<file path="src/dcw_pkg.sv">
// package: control word decoder constants and types
// ==========================================================
package dcw_pkg;
    // ==========================================================
    // control word bit positions
    localparam int CW_RAMP_STOP = 0;
    localparam int CW_COAST_STOP = 1;
    localparam int CW_QUICK_STOP = 2;
    localparam int CW_OP_ENABLE = 3;
    localparam int CW_RAMP_OUT_REL = 4;
    localparam int CW_RAMP_RUN = 5;
    localparam int CW_RAMP_IN_REL = 6;
    localparam int CW_FAULT_RESET = 7;
    localparam int CW_GRANT = 10;
    localparam int CW_LOC_SEL = 11;
    // ==========================================================
    // status word bit positions
    localparam int SW_RDY_ON = 0;
    localparam int SW_RDY_RUN = 1;
    localparam int SW_RDY_REF = 2;
    localparam int SW_FAULT = 3;
    localparam int SW_COAST_INACT = 4;
    localparam int SW_QUICK_INACT = 5;
    localparam int SW_SWON_INHIB = 6;
    localparam int SW_ALARM = 7;
    localparam int SW_SETPOINT = 8;
    localparam int SW_REMOTE = 9;
    localparam int SW_ABOVE_LIM = 10;
    localparam int SW_LOC = 11;
    localparam int SW_RUN_EN = 12;
    // ==========================================================
    // apb register map
    localparam logic [7:0] A_CTRL = 8'h00;
    localparam logic [7:0] A_STATUS = 8'h04;
    localparam logic [7:0] A_CONFIG = 8'h08;
    localparam logic [7:0] A_ACTUAL = 8'h0c;
    localparam logic [7:0] A_REF = 8'h10;
    localparam logic [7:0] A_TOL = 8'h14;
    localparam logic [7:0] A_STATE = 8'h18;
    // config bits
    localparam int CF_RUN_EN_FB = 0;
    localparam int CF_RAMP_IN_FB = 1;
    localparam int CF_RESET_FB = 2;
    localparam int CF_LOC_FB = 3;
    localparam logic [3:0] CONFIG_RST = 4'hf;
    localparam logic [15:0] CTRL_RST = 16'h0000;
    localparam logic [15:0] TOL_RST = 16'h0000;
    // ==========================================================
    // drive states
    typedef enum logic [2:0] {
        ST_SWON_INHIBIT,
        ST_READY_SWON,
        ST_READY_RUN,
        ST_OP_ENABLED,
        ST_RAMP_OFF,
        ST_COAST_OFF,
        ST_QUICK_OFF,
        ST_FAULT
    } dcw_state_t;
endpackage

</file>
<file path="src/dcw_cmd_if.sv">
// interface: decoded commands from decoder to state machine
`timescale 1ns/1ps
interface dcw_cmd_if;
    import dcw_pkg::*;
    logic ramp_stop_n;
    logic coast_stop_n;
    logic quick_stop_n;
    logic operation_enable;
    logic run_enable;
    logic fault_reset;
    logic ramp_done;
    logic stop_done;
    dcw_state_t state;
    modport src (output ramp_stop_n, coast_stop_n, quick_stop_n, operation_enable,
        run_enable, fault_reset, ramp_done, stop_done, input state);
    modport dst (input ramp_stop_n, coast_stop_n, quick_stop_n, operation_enable,
        run_enable, fault_reset, ramp_done, stop_done, output state);
endinterface

</file>
<file path="src/dcw_fsm.sv">
// module: drive state machine
`timescale 1ns/1ps
module dcw_fsm
    import dcw_pkg::*;
(
    // clock and reset
    input wire logic clk,
    input wire logic sys_rst,
    input wire logic clk_en,
    // fault input
    input wire logic fault_in,
    // commands
    dcw_cmd_if.dst cmd
);
    dcw_state_t state_r;
    dcw_state_t state_nxt;

    assign cmd.state = state_r;

    always_comb begin
        state_nxt = state_r;
        unique case (state_r)
            ST_FAULT: begin
                if (cmd.fault_reset && !fault_in) begin
                    state_nxt = ST_SWON_INHIBIT;
                end
            end
            ST_COAST_OFF: begin
                if (cmd.stop_done) begin
                    state_nxt = ST_SWON_INHIBIT;
                end
            end
            ST_QUICK_OFF: begin
                if (cmd.stop_done) begin
                    state_nxt = ST_SWON_INHIBIT;
                end
            end
            ST_RAMP_OFF: begin
                if (!cmd.coast_stop_n) begin
                    state_nxt = ST_COAST_OFF;
                end else if (!cmd.quick_stop_n) begin
                    state_nxt = ST_QUICK_OFF;
                end else if (cmd.ramp_done) begin
                    state_nxt = ST_READY_SWON;
                end
            end
            ST_SWON_INHIBIT: begin
                if (cmd.coast_stop_n && cmd.quick_stop_n && !cmd.ramp_stop_n) begin
                    state_nxt = ST_READY_SWON;
                end
            end
            ST_READY_SWON: begin
                if (!cmd.coast_stop_n || !cmd.quick_stop_n) begin
                    state_nxt = ST_SWON_INHIBIT;
                end else if (cmd.ramp_stop_n) begin
                    state_nxt = ST_READY_RUN;
                end
            end
            ST_READY_RUN, ST_OP_ENABLED: begin
                if (!cmd.coast_stop_n) begin
                    state_nxt = ST_COAST_OFF;
                end else if (!cmd.quick_stop_n) begin
                    state_nxt = ST_QUICK_OFF;
                end else if (!cmd.ramp_stop_n) begin
                    state_nxt = ST_RAMP_OFF;
                end else if (cmd.operation_enable && cmd.run_enable) begin
                    state_nxt = ST_OP_ENABLED;
                end else begin
                    state_nxt = ST_READY_RUN;
                end
            end
        endcase
        if (fault_in) begin
            state_nxt = ST_FAULT;
        end
    end

    always_ff @(posedge clk) begin
        if (sys_rst) begin
            state_r <= ST_SWON_INHIBIT;
        end else if (clk_en) begin
            state_r <= state_nxt;
        end
    end
endmodule

</file>
<file path="src/dcw_top.sv">
// module: control word decoder top with apb registers
`timescale 1ns/1ps
module dcw_top
    import dcw_pkg::*;
(
    // clock and reset
    input wire logic clk,
    input wire logic sys_rst,
    input wire logic clk_en,
    // apb slave
    input wire logic psel,
    input wire logic penable,
    input wire logic pwrite,
    input wire logic [7:0] paddr,
    input wire logic [31:0] pwdata,
    output logic [31:0] prdata,
    output logic pready,
    output logic pslverr,
    // drive side inputs
    input wire logic ext_run_enable,
    input wire logic fault_in,
    input wire logic alarm_in,
    input wire logic remote_in,
    input wire logic above_limit_in,
    input wire logic ramp_done,
    input wire logic stop_done,
    // drive side outputs
    output logic ramp_out_zero,
    output logic ramp_hold,
    output logic ramp_in_zero,
    output logic modulating,
    output logic coast_active,
    output logic quick_active,
    output logic ramp_stop_active,
    output logic location_select,
    output logic fault_reset_pulse,
    output logic [15:0] status_word
);
    dcw_cmd_if cmd ();

    logic [15:0] ctrl_r;
    logic [15:0] ctrl_prev_r;
    logic [3:0] config_r;
    logic [15:0] actual_r;
    logic [15:0] ref_r;
    logic [15:0] tol_r;
    logic new_word_r;
    logic granted;
    logic fault_edge;
    logic [15:0] err_abs;
    logic wr_en;
    logic setpoint_reached;
    dcw_state_t st;

    // ==========================================================
    // apb access
    assign pready = 1'b1;
    assign wr_en = psel && penable && pwrite && clk_en;

    always_comb begin
        pslverr = 1'b0;
        if (psel && penable) begin
            unique case (paddr)
                A_CTRL, A_STATUS, A_CONFIG, A_ACTUAL, A_REF, A_TOL, A_STATE: pslverr = 1'b0;
                default: pslverr = 1'b1;
            endcase
        end
    end

    // control word written by client through adapter
    always_ff @(posedge clk) begin
        if (sys_rst) begin
            ctrl_r <= CTRL_RST;
            new_word_r <= 1'b0;
        end else if (clk_en) begin
            new_word_r <= wr_en && (paddr == A_CTRL);
            if (wr_en && paddr == A_CTRL) begin
                ctrl_r <= pwdata[15:0];
            end
        end
    end

    // previous word kept for edge detection
    always_ff @(posedge clk) begin
        if (sys_rst) begin
            ctrl_prev_r <= CTRL_RST;
        end else if (clk_en && new_word_r) begin
            ctrl_prev_r <= ctrl_r;
        end
    end

    always_ff @(posedge clk) begin
        if (sys_rst) begin
            config_r <= CONFIG_RST;
            actual_r <= 16'h0000;
            ref_r <= 16'h0000;
            tol_r <= TOL_RST;
        end else if (wr_en) begin
            if (paddr == A_CONFIG) begin
                config_r <= pwdata[3:0];
            end
            if (paddr == A_ACTUAL) begin
                actual_r <= pwdata[15:0];
            end
            if (paddr == A_REF) begin
                ref_r <= pwdata[15:0];
            end
            if (paddr == A_TOL) begin
                tol_r <= pwdata[15:0];
            end
        end
    end

    always_ff @(posedge clk) begin
        if (sys_rst) begin
            prdata <= 32'h0000_0000;
        end else if (clk_en && psel && !penable && !pwrite) begin
            unique case (paddr)
                A_CTRL: prdata <= {16'h0000, ctrl_r};
                A_STATUS: prdata <= {16'h0000, status_word};
                A_CONFIG: prdata <= {28'h0000000, config_r};
                A_ACTUAL: prdata <= {16'h0000, actual_r};
                A_REF: prdata <= {16'h0000, ref_r};
                A_TOL: prdata <= {16'h0000, tol_r};
                A_STATE: prdata <= {29'h00000000, st};
                default: prdata <= 32'h0000_0000;
            endcase
        end
    end

    // ==========================================================
    // command decode
    // bits 8, 9, 12..15 are never decoded
    assign granted = ctrl_r[CW_GRANT];
    assign fault_edge = new_word_r && ctrl_r[CW_FAULT_RESET]
        && !ctrl_prev_r[CW_FAULT_RESET];

    assign cmd.ramp_stop_n = ctrl_r[CW_RAMP_STOP];
    assign cmd.coast_stop_n = ctrl_r[CW_COAST_STOP];
    assign cmd.quick_stop_n = ctrl_r[CW_QUICK_STOP];
    assign cmd.operation_enable = granted && ctrl_r[CW_OP_ENABLE];
    assign cmd.run_enable = config_r[CF_RUN_EN_FB]
        ? (granted && ctrl_r[CW_OP_ENABLE]) : ext_run_enable;
    assign cmd.fault_reset = fault_edge && granted && config_r[CF_RESET_FB];
    assign cmd.ramp_done = ramp_done;
    assign cmd.stop_done = stop_done;
    assign st = cmd.state;

    dcw_fsm u_fsm (
        .clk(clk),
        .sys_rst(sys_rst),
        .clk_en(clk_en),
        .fault_in(fault_in),
        .cmd(cmd)
    );

    // ==========================================================
    // setpoint tolerance
    assign err_abs = (actual_r >= ref_r) ? 16'(actual_r - ref_r) : 16'(ref_r - actual_r);
    assign setpoint_reached = (st == ST_OP_ENABLED) && (err_abs <= tol_r);

    // ==========================================================
    // drive outputs
    always_ff @(posedge clk) begin
        if (sys_rst) begin
            ramp_out_zero <= 1'b1;
            ramp_hold <= 1'b1;
            ramp_in_zero <= 1'b1;
            modulating <= 1'b0;
            coast_active <= 1'b0;
            quick_active <= 1'b0;
            ramp_stop_active <= 1'b0;
            location_select <= 1'b0;
            fault_reset_pulse <= 1'b0;
        end else if (clk_en) begin
            ramp_out_zero <= !(granted && ctrl_r[CW_RAMP_OUT_REL]);
            ramp_hold <= !(granted && ctrl_r[CW_RAMP_RUN]);
            ramp_in_zero <= config_r[CF_RAMP_IN_FB]
                && !(granted && ctrl_r[CW_RAMP_IN_REL]);
            modulating <= (st == ST_OP_ENABLED);
            coast_active <= (st == ST_COAST_OFF);
            quick_active <= (st == ST_QUICK_OFF);
            ramp_stop_active <= (st == ST_RAMP_OFF);
            if (granted && config_r[CF_LOC_FB]) begin
                location_select <= ctrl_r[CW_LOC_SEL];
            end
            fault_reset_pulse <= cmd.fault_reset;
        end
    end

    // status word back to client
    always_ff @(posedge clk) begin
        if (sys_rst) begin
            status_word <= 16'h0000;
        end else if (clk_en) begin
            status_word <= 16'h0000;
            status_word[SW_RDY_ON] <= (st == ST_READY_SWON) || (st == ST_READY_RUN)
                || (st == ST_OP_ENABLED);
            status_word[SW_RDY_RUN] <= (st == ST_READY_RUN) || (st == ST_OP_ENABLED);
            status_word[SW_RDY_REF] <= (st == ST_OP_ENABLED);
            status_word[SW_FAULT] <= (st == ST_FAULT);
            status_word[SW_COAST_INACT] <= (st != ST_COAST_OFF);
            status_word[SW_QUICK_INACT] <= (st != ST_QUICK_OFF);
            status_word[SW_SWON_INHIB] <= (st == ST_SWON_INHIBIT);
            status_word[SW_ALARM] <= alarm_in;
            status_word[SW_SETPOINT] <= setpoint_reached;
            status_word[SW_REMOTE] <= remote_in;
            status_word[SW_ABOVE_LIM] <= above_limit_in;
            status_word[SW_LOC] <= location_select;
            status_word[SW_RUN_EN] <= cmd.run_enable;
        end
    end
endmodule

</file>
<file path="config.mk">
export PLATFORM = sky130hd
export DESIGN_NAME = dcw_top
export DESIGN_NICKNAME = d
export VERILOG_FILES = /design/src/dcw_pkg.sv /design/src/dcw_cmd_if.sv /design/src/dcw_fsm.sv /design/src/dcw_top.sv
export SDC_FILE = /design/constraint.sdc
export NUM_CORES = 1
export LEC_CHECK = 0
export BUFFER_PORTS_ARGS = -buffer_cell sky130_fd_sc_hd__buf_2
export CORE_ASPECT_RATIO = 0.8
export CORE_MARGIN = 2
export CORE_UTILIZATION = 58
export CTS_BUF_LIST = sky130_fd_sc_hd__clkbuf_8 sky130_fd_sc_hd__clkbuf_16
export DETAILED_ROUTE_END_ITERATION = 10
export GPL_TIMING_DRIVEN = 0
export PLACE_DENSITY = 0.88
export SETUP_SLACK_MARGIN = 0.02
export SLEW_MARGIN = 20
export SYNTH_ARGS = -nofsm -noshare
export SYNTH_HDL_FRONTEND = slang
export SYNTH_SLANG_ARGS = --single-unit
</file>
<file path="constraint.sdc">
create_clock -name clk -period 4.23 [get_ports clk]
set_input_delay 0.2115 -clock clk [delete_from_list [all_inputs] [get_ports clk]]
set_output_delay 0.2115 -clock clk [all_outputs]
set_load 0.01 [all_outputs]
</file>
== Yosys cells after proc, flatten, opt, wreduce, memory -nomap -nowiden ==
Cells that the tools add are included.

* $add $sub $neg: 2
* Multiply operators: 0
* Divide/modulo/power cells: 0
* Order comparisons: 2
* Equal/unequal tests: 20
* Shift-type cells: 0
* Muxes and demuxes: 19
* Bitwise logic cells: 0
* Reduce and logical (&&, ||, !) cells: 49

{| class="wikitable"
|+ Operator list
! kind !! count
|-
| $pmux W16 S7 || 1
|-
| $mux W3 || 12
|-
| $sub A16 B16 Y16 || 2
|-
| $eq A8 B5 Y1 const B || 3
|-
| $logic_and A1 B1 Y1 || 23
|-
| $pmux W3 S6 || 1
|-
| $eq A8 B4 Y1 const B || 2
|-
| $ge A16 B16 Y1 || 1
|-
| $le A16 B16 Y1 || 1
|-
| $mux W16 || 1
|-
| $eq A3 B3 Y1 const B || 4
|-
| $reduce_and A2 Y1 || 6
|-
| $logic_not A1 Y1 || 10
|-
| $eq A8 B3 Y1 const B || 1
|-
| $logic_not A8 Y1 || 1
|-
| $reduce_or A7 Y1 || 1
|-
| $eq A3 B2 Y1 const B || 2
|-
| $ne A3 B2 Y1 const B || 2
|-
| $ne A3 B3 Y1 const B || 2
|-
| $reduce_and A6 Y1 || 1
|-
| $ne A5 B5 Y1 const B || 1
|-
| $logic_or A1 B1 Y1 || 4
|-
| $mux W1 || 4
|-
| $ne A4 B3 Y1 const B || 1
|-
| 4 further kinds || 5
|}

* Bits in registers: 134
* Latch bits: 0
* RAM bits: 0
* Bits in read-only memories: 0
* Word-level logic and storage cells: 111
* Memories kept: 0

== Logic depth before layout (Yosys ltp) ==
* Depth after elaboration: 9
* Gate-level depth with buffers: 19
* Depth with buffers taken out: 18

== Modules after synthesis ==
A second synthesis with hierarchy kept.

* Cells, all modules: 897
* Area total of the unflattened synthesis: 6910.4 µm²

{| class="wikitable"
|+ By module, submodules not included
! module !! times used !! cells an instance !! area each (µm²)
|-
| dcw_top || 1 || 860 || 6596.3
|-
| dcw_fsm || 1 || 37 || 314.1
|}

== Worst setup path after synthesis ==
No wires, ideal clock.

* Kind: flip-flop to flip-flop
* Start: register actual_r[13]
* End: register status_word[8]
* Arrival: 3280 ps
* Required time: 4108 ps
* Slack: 828 ps
* Cell stages (with the launch flop): 18
* Path buffers: 2
* Clock period less this slack: 3402 ps
* Cell sequence: dfxtp_1 > inv_1 > ha_1 > buf_2 > a21o_1 > a21o_1 > a21o_1 > nor2_1 > buf_4 > mux2_2 > ha_1 > nor2b_1 > o21ai_0 > nand2b_1 > a21oi_1 > o21ai_0 > a21oi_1 > a311o_1

* Word-level cells in the longest chain between the ends: 4
* Elaborated cells between the ends (all ways): 6

{| class="wikitable"
|+ RTL lines
! what !! line !! source
|-
| from (decl) || dcw_top.sv:44 || <nowiki>logic [15:0] actual_r;</nowiki>
|-
| from (signal assigned) || dcw_top.sv:103 || <nowiki>actual_r <= pwdata[15:0];</nowiki>
|-
| $sub A16 B16 Y16 or $ge A16 B16 Y1 (tied branches) || dcw_top.sv:159 || <nowiki>assign err_abs = (actual_r >= ref_r) ? 16'(actual_r - ref_r) : 16'(ref_r - actual_r);</nowiki>
|-
| $mux W16 (*) || dcw_top.sv:159 ||
|-
| $le A16 B16 Y1 (*) || dcw_top.sv:160 || <nowiki>assign setpoint_reached = (st == ST_OP_ENABLED) && (err_abs <= tol_r);</nowiki>
|-
| $logic_and A1 B1 Y1 (*) || dcw_top.sv:160 ||
|-
| to (signal, indexed assignment) || dcw_top.sv:197 || <nowiki>status_word[SW_RDY_ON] <= (st == ST_READY_SWON) || (st == ST_READY_RUN)</nowiki>
|-
| to (signal, indexed assignment) || dcw_top.sv:199 || <nowiki>status_word[SW_RDY_RUN] <= (st == ST_READY_RUN) || (st == ST_OP_ENABLED);</nowiki>
|-
| to (signal, indexed assignment) || dcw_top.sv:200 || <nowiki>status_word[SW_RDY_REF] <= (st == ST_OP_ENABLED);</nowiki>
|-
| to (decl) || dcw_top.sv:37 || <nowiki>output logic [15:0] status_word</nowiki>
|}

Mark *: on every way between the ends. The rest lies on a longest branch, timed or not.
A chain may end at the register's enable or synchronous reset.

== Final worst setup path ==
* Start: register ref_r[0]
* End: register status_word[8]

* Word-level cells in the longest chain between the ends: 4
* Elaborated cells between the ends (all ways): 6

{| class="wikitable"
|+ RTL lines
! what !! line !! source
|-
| from (decl) || dcw_top.sv:45 || <nowiki>logic [15:0] ref_r;</nowiki>
|-
| from (signal assigned) || dcw_top.sv:106 || <nowiki>ref_r <= pwdata[15:0];</nowiki>
|-
| $sub A16 B16 Y16 or $ge A16 B16 Y1 (tied branches) || dcw_top.sv:159 ||
|-
| $mux W16 (*) || dcw_top.sv:159 ||
|-
| $le A16 B16 Y1 (*) || dcw_top.sv:160 ||
|-
| $logic_and A1 B1 Y1 (*) || dcw_top.sv:160 ||
|}

Marks and branches as above.

==> qor.txt <==
status: completed
placer's final routability congestion estimate: 0.954
worst supply voltage drop on vdd: 252 µV
most used standard cell by instance count after synthesis: sky130_fd_sc_hd__nand2_1
CORE AREA: 11600 µm²
IO Count: 112
total of max-cap violations: 0
buffer count from post-CTS setup fixing: 0
chip height: 102 µm
Crit. End Element: flip-flop
number of clock sinks: 110
count of buffers from port buffering: 73
diode count: 0
clock network latency to the later pin of the worst-skew pair: 0.35 ns
global-route wire length before repair: 31900 µm
most area-consuming cells after synthesis: sky130_fd_sc_hd__dfxtp_1, sky130_fd_sc_hd__nand2_1, sky130_fd_sc_hd__ha_1
# nets final: 1085
Lkg Pwr: 0.00313 µW
synthesized netlist cell count: 881
Initial Utilization: 60.1%
Critical Path Start Type: flip-flop
Root Buffer Master: sky130_fd_sc_hd__clkbuf_16
flip-flop and latch count after synthesis: 110
measured slew at the worst slew-check pin: 0.831 ns
final period demand of the worst path: 3.90 ns
wire length after detailed routing: 19900 µm
initial antenna violation count: 0
async set or reset register ratio after synthesis: 0%
total number of placement rows: 35
Tot Pwr: 2150 µW
proportion of netlist area held by the largest area contributor: 31.5%
final std cell area, no fill: 7940 µm²
largest fanout of any net on the critical path: 10
number of endpoints failing setup at the final stage: 0
width of the die: 127 µm
detailed-route via count: 6937
critical path class: flip-flop to flip-flop
Detailed Place HPWL: 15300 µm
maximum frequency from static timing analysis: 0.256 GHz
Synth Flop Type: sky130_fd_sc_hd__dfxtp_1
DIE AREA: 13000 µm²
Final Hold Fails: 0
drt first-iter violations: 953
number of max-slew violations in the final report: 0
total of warnings raised by yosys: 0
GRT Residual Overflow: 0
average wire per cell in the routed design: 17.6 µm
Setup Total Neg Slack: 0 ns
first-pass iteration count of the detailed router: 6
Max-Slew Margin vs Limit: 44.6%
clock slew at reported path FFs: 0.07 ns
list of most frequent post-synthesis cells: sky130_fd_sc_hd__nand2_1, sky130_fd_sc_hd__dfxtp_1, sky130_fd_sc_hd__a21oi_1, sky130_fd_sc_hd__nor2_1, sky130_fd_sc_hd__inv_1
DRC errors left: 0
via count of the first global-routing pass: 6322
Syn Area/Cell: 7.94 µm²
CTS tree: done
area overhead of the layout relative to synthesis: 13.5%
pin count of the biggest net entering global routing: 17
via-per-instance ratio: 6.11
class of the tightest hold or removal check: input port to flip-flop
Routed Antenna Nets: 0
unrepaired setup endpoints after global routing: false
period utilization: 92.2%
worst endpoint data arrival time: 4.20 ns
Final Skew: 0.00704 ns
PD cells: 271 nW/µm²
cell type with the largest total area after synthesis: sky130_fd_sc_hd__dfxtp_1
number of buffers added by the clock tree synthesis step: 9
required time at the worst-slack endpoint: 4.52 ns
count of flip-flops with a built-in enable after synthesis: 0
area of the mapped netlist: 7000 µm²
Unique masters post-synth: 68
fraction of layout cells with a size suffix above 1: 18.5%
H-tree depth reported by CTS: 3
placement-stage cell area: 7610 µm²
GRT Total Usage: 31.4%
sequential cell area fraction in the yosys report: 31.5%
worst-case clock buffer depth: 2
-- through the flow --
stage	cells	setup slack [ns]	hold slack [ns]	utilization, %
final	1135	0.329	0.0932	68.2
after global placement	1120	0.112	0.444	65.4
after detailed placement	1120	0.0954	0.451	65.4
after CTS	1135	0.0551	0.0987	68.1
after floorplan	899	0.828	0.338	-
after global routing	1135	0.0314	0.126	68.2
-- worst paths after layout --
kind                                 start        endpoint  slack [ns]  depth (start not counted)
worst min-delay path             remote_in  status_word[9]        0.09                          3
worst max-delay path              ref_r[0]  status_word[8]        0.33                         18
worst min register to register  ctrl_r[13]      ctrl_r[13]        0.46                          2
worst max register to register    ref_r[0]  status_word[8]        0.33                         18
-- cell usage in the layout, fill, tap and decap left out, types with 7 or more instances in the layout --
cell type / count
sky130_fd_sc_hd__dfxtp_1: 110
sky130_fd_sc_hd__buf_2: 84
sky130_fd_sc_hd__ha_1: 47
sky130_fd_sc_hd__clkbuf_16: 9
sky130_fd_sc_hd__buf_1: 7
sky130_fd_sc_hd__nor2b_1: 8
sky130_fd_sc_hd__buf_4: 23
sky130_fd_sc_hd__clkbuf_1: 24
sky130_fd_sc_hd__a22oi_1: 21
sky130_fd_sc_hd__and2_1: 7
sky130_fd_sc_hd__nor2_1: 60
sky130_fd_sc_hd__conb_1: 20
sky130_fd_sc_hd__xnor2_1: 10
sky130_fd_sc_hd__o21ai_0: 20
sky130_fd_sc_hd__mux2i_1: 31
sky130_fd_sc_hd__o22ai_1: 7
sky130_fd_sc_hd__nand3_1: 16
sky130_fd_sc_hd__a21o_1: 16
sky130_fd_sc_hd__a211oi_1: 8
sky130_fd_sc_hd__a21oi_1: 90
sky130_fd_sc_hd__inv_1: 56
sky130_fd_sc_hd__nand2_1: 163
sky130_fd_sc_hd__nand4_1: 9
sky130_fd_sc_hd__mux2_2: 11
sky130_fd_sc_hd__nand2b_1: 8
sky130_fd_sc_hd__a21oi_2: 30
-- cells by family (layout without fill, tap and decap cells) --
family                     Yosys count  in the layout  synth area share [%]
AOI/OAI and AO/OA                  232            232                  22.0
other                                2             20                 0.107
adders and majority gates           49             49                  8.98
and+or+nand+nor                    302            302                  19.9
muxes                               43             43                  6.53
buffers and inverters              127            215                  8.98
xor gates and xnor gates            16             16                  2.00
DFF                                110            110                  31.5
-- power breakdown --
group | leakage, µW | internal (µW) | switching, µW
sequential | 0.000889 | 1050 | 8.30
clock | 0.000161 | 529 | 373
combinational | 0.00208 | 68.0 | 128
-- state kept, by name, summed over array words and instances (netlist names), 3 cells and up --
| register | flops |
|---|---|
| actual_r | 16 |
| config_r | 4 |
| ctrl_r | 16 |
| prdata | 16 |
| ref_r | 16 |
| status_word | 13 |
| tol_r | 16 |
| u_fsm.cmd.state | 3 |
-- layer usage --
layer  up-vias  part of all wire, %  global-route usage, %
met3        66                   11                   6.60
met4         0                  2.8                   9.55
met2       451                   45                   52.2
li1       3210                    -                      -
met1      3210                   41                   41.6
met5         -                    0                      0
-- timing repair --
| item | CTS | global route |
|---|---|---|
| gates resized for setup | 0 | 3 |
| hold buffers | 0 | 0 |
| setup endpoints to repair | 0 | 1 |
-- area by class of cell --
type	instances	area [µm²]
buffer	72	425
multi-input combinational	662	4240
sequential	110	2200
clock inverter	5	76.3
clock buffer	10	239
inverter	55	206
timing repair buffer	73	365
fill	927	3710
tap	148	185
-- critical path, cell delays in order (launching register included) --
cell,delay (ns)
sky130_fd_sc_hd__dfxtp_1,0.40
sky130_fd_sc_hd__ha_1,0.21
sky130_fd_sc_hd__inv_1,0.06
sky130_fd_sc_hd__fa_1,0.37
sky130_fd_sc_hd__nand3_1,0.11
sky130_fd_sc_hd__a31oi_1,0.12
sky130_fd_sc_hd__o21ai_0,0.22
sky130_fd_sc_hd__a21oi_1,0.19
sky130_fd_sc_hd__nor2_4,0.27
sky130_fd_sc_hd__buf_6,0.22
sky130_fd_sc_hd__mux2_2,0.36
sky130_fd_sc_hd__ha_1,0.29
sky130_fd_sc_hd__nor2b_1,0.13
sky130_fd_sc_hd__o21ai_0,0.16
sky130_fd_sc_hd__nand2b_1,0.08
sky130_fd_sc_hd__a21oi_1,0.19
sky130_fd_sc_hd__o21ai_0,0.11
sky130_fd_sc_hd__a21oi_1,0.23
sky130_fd_sc_hd__a311o_1,0.14
No activity file was read; power rests on OpenSTA's default activity.
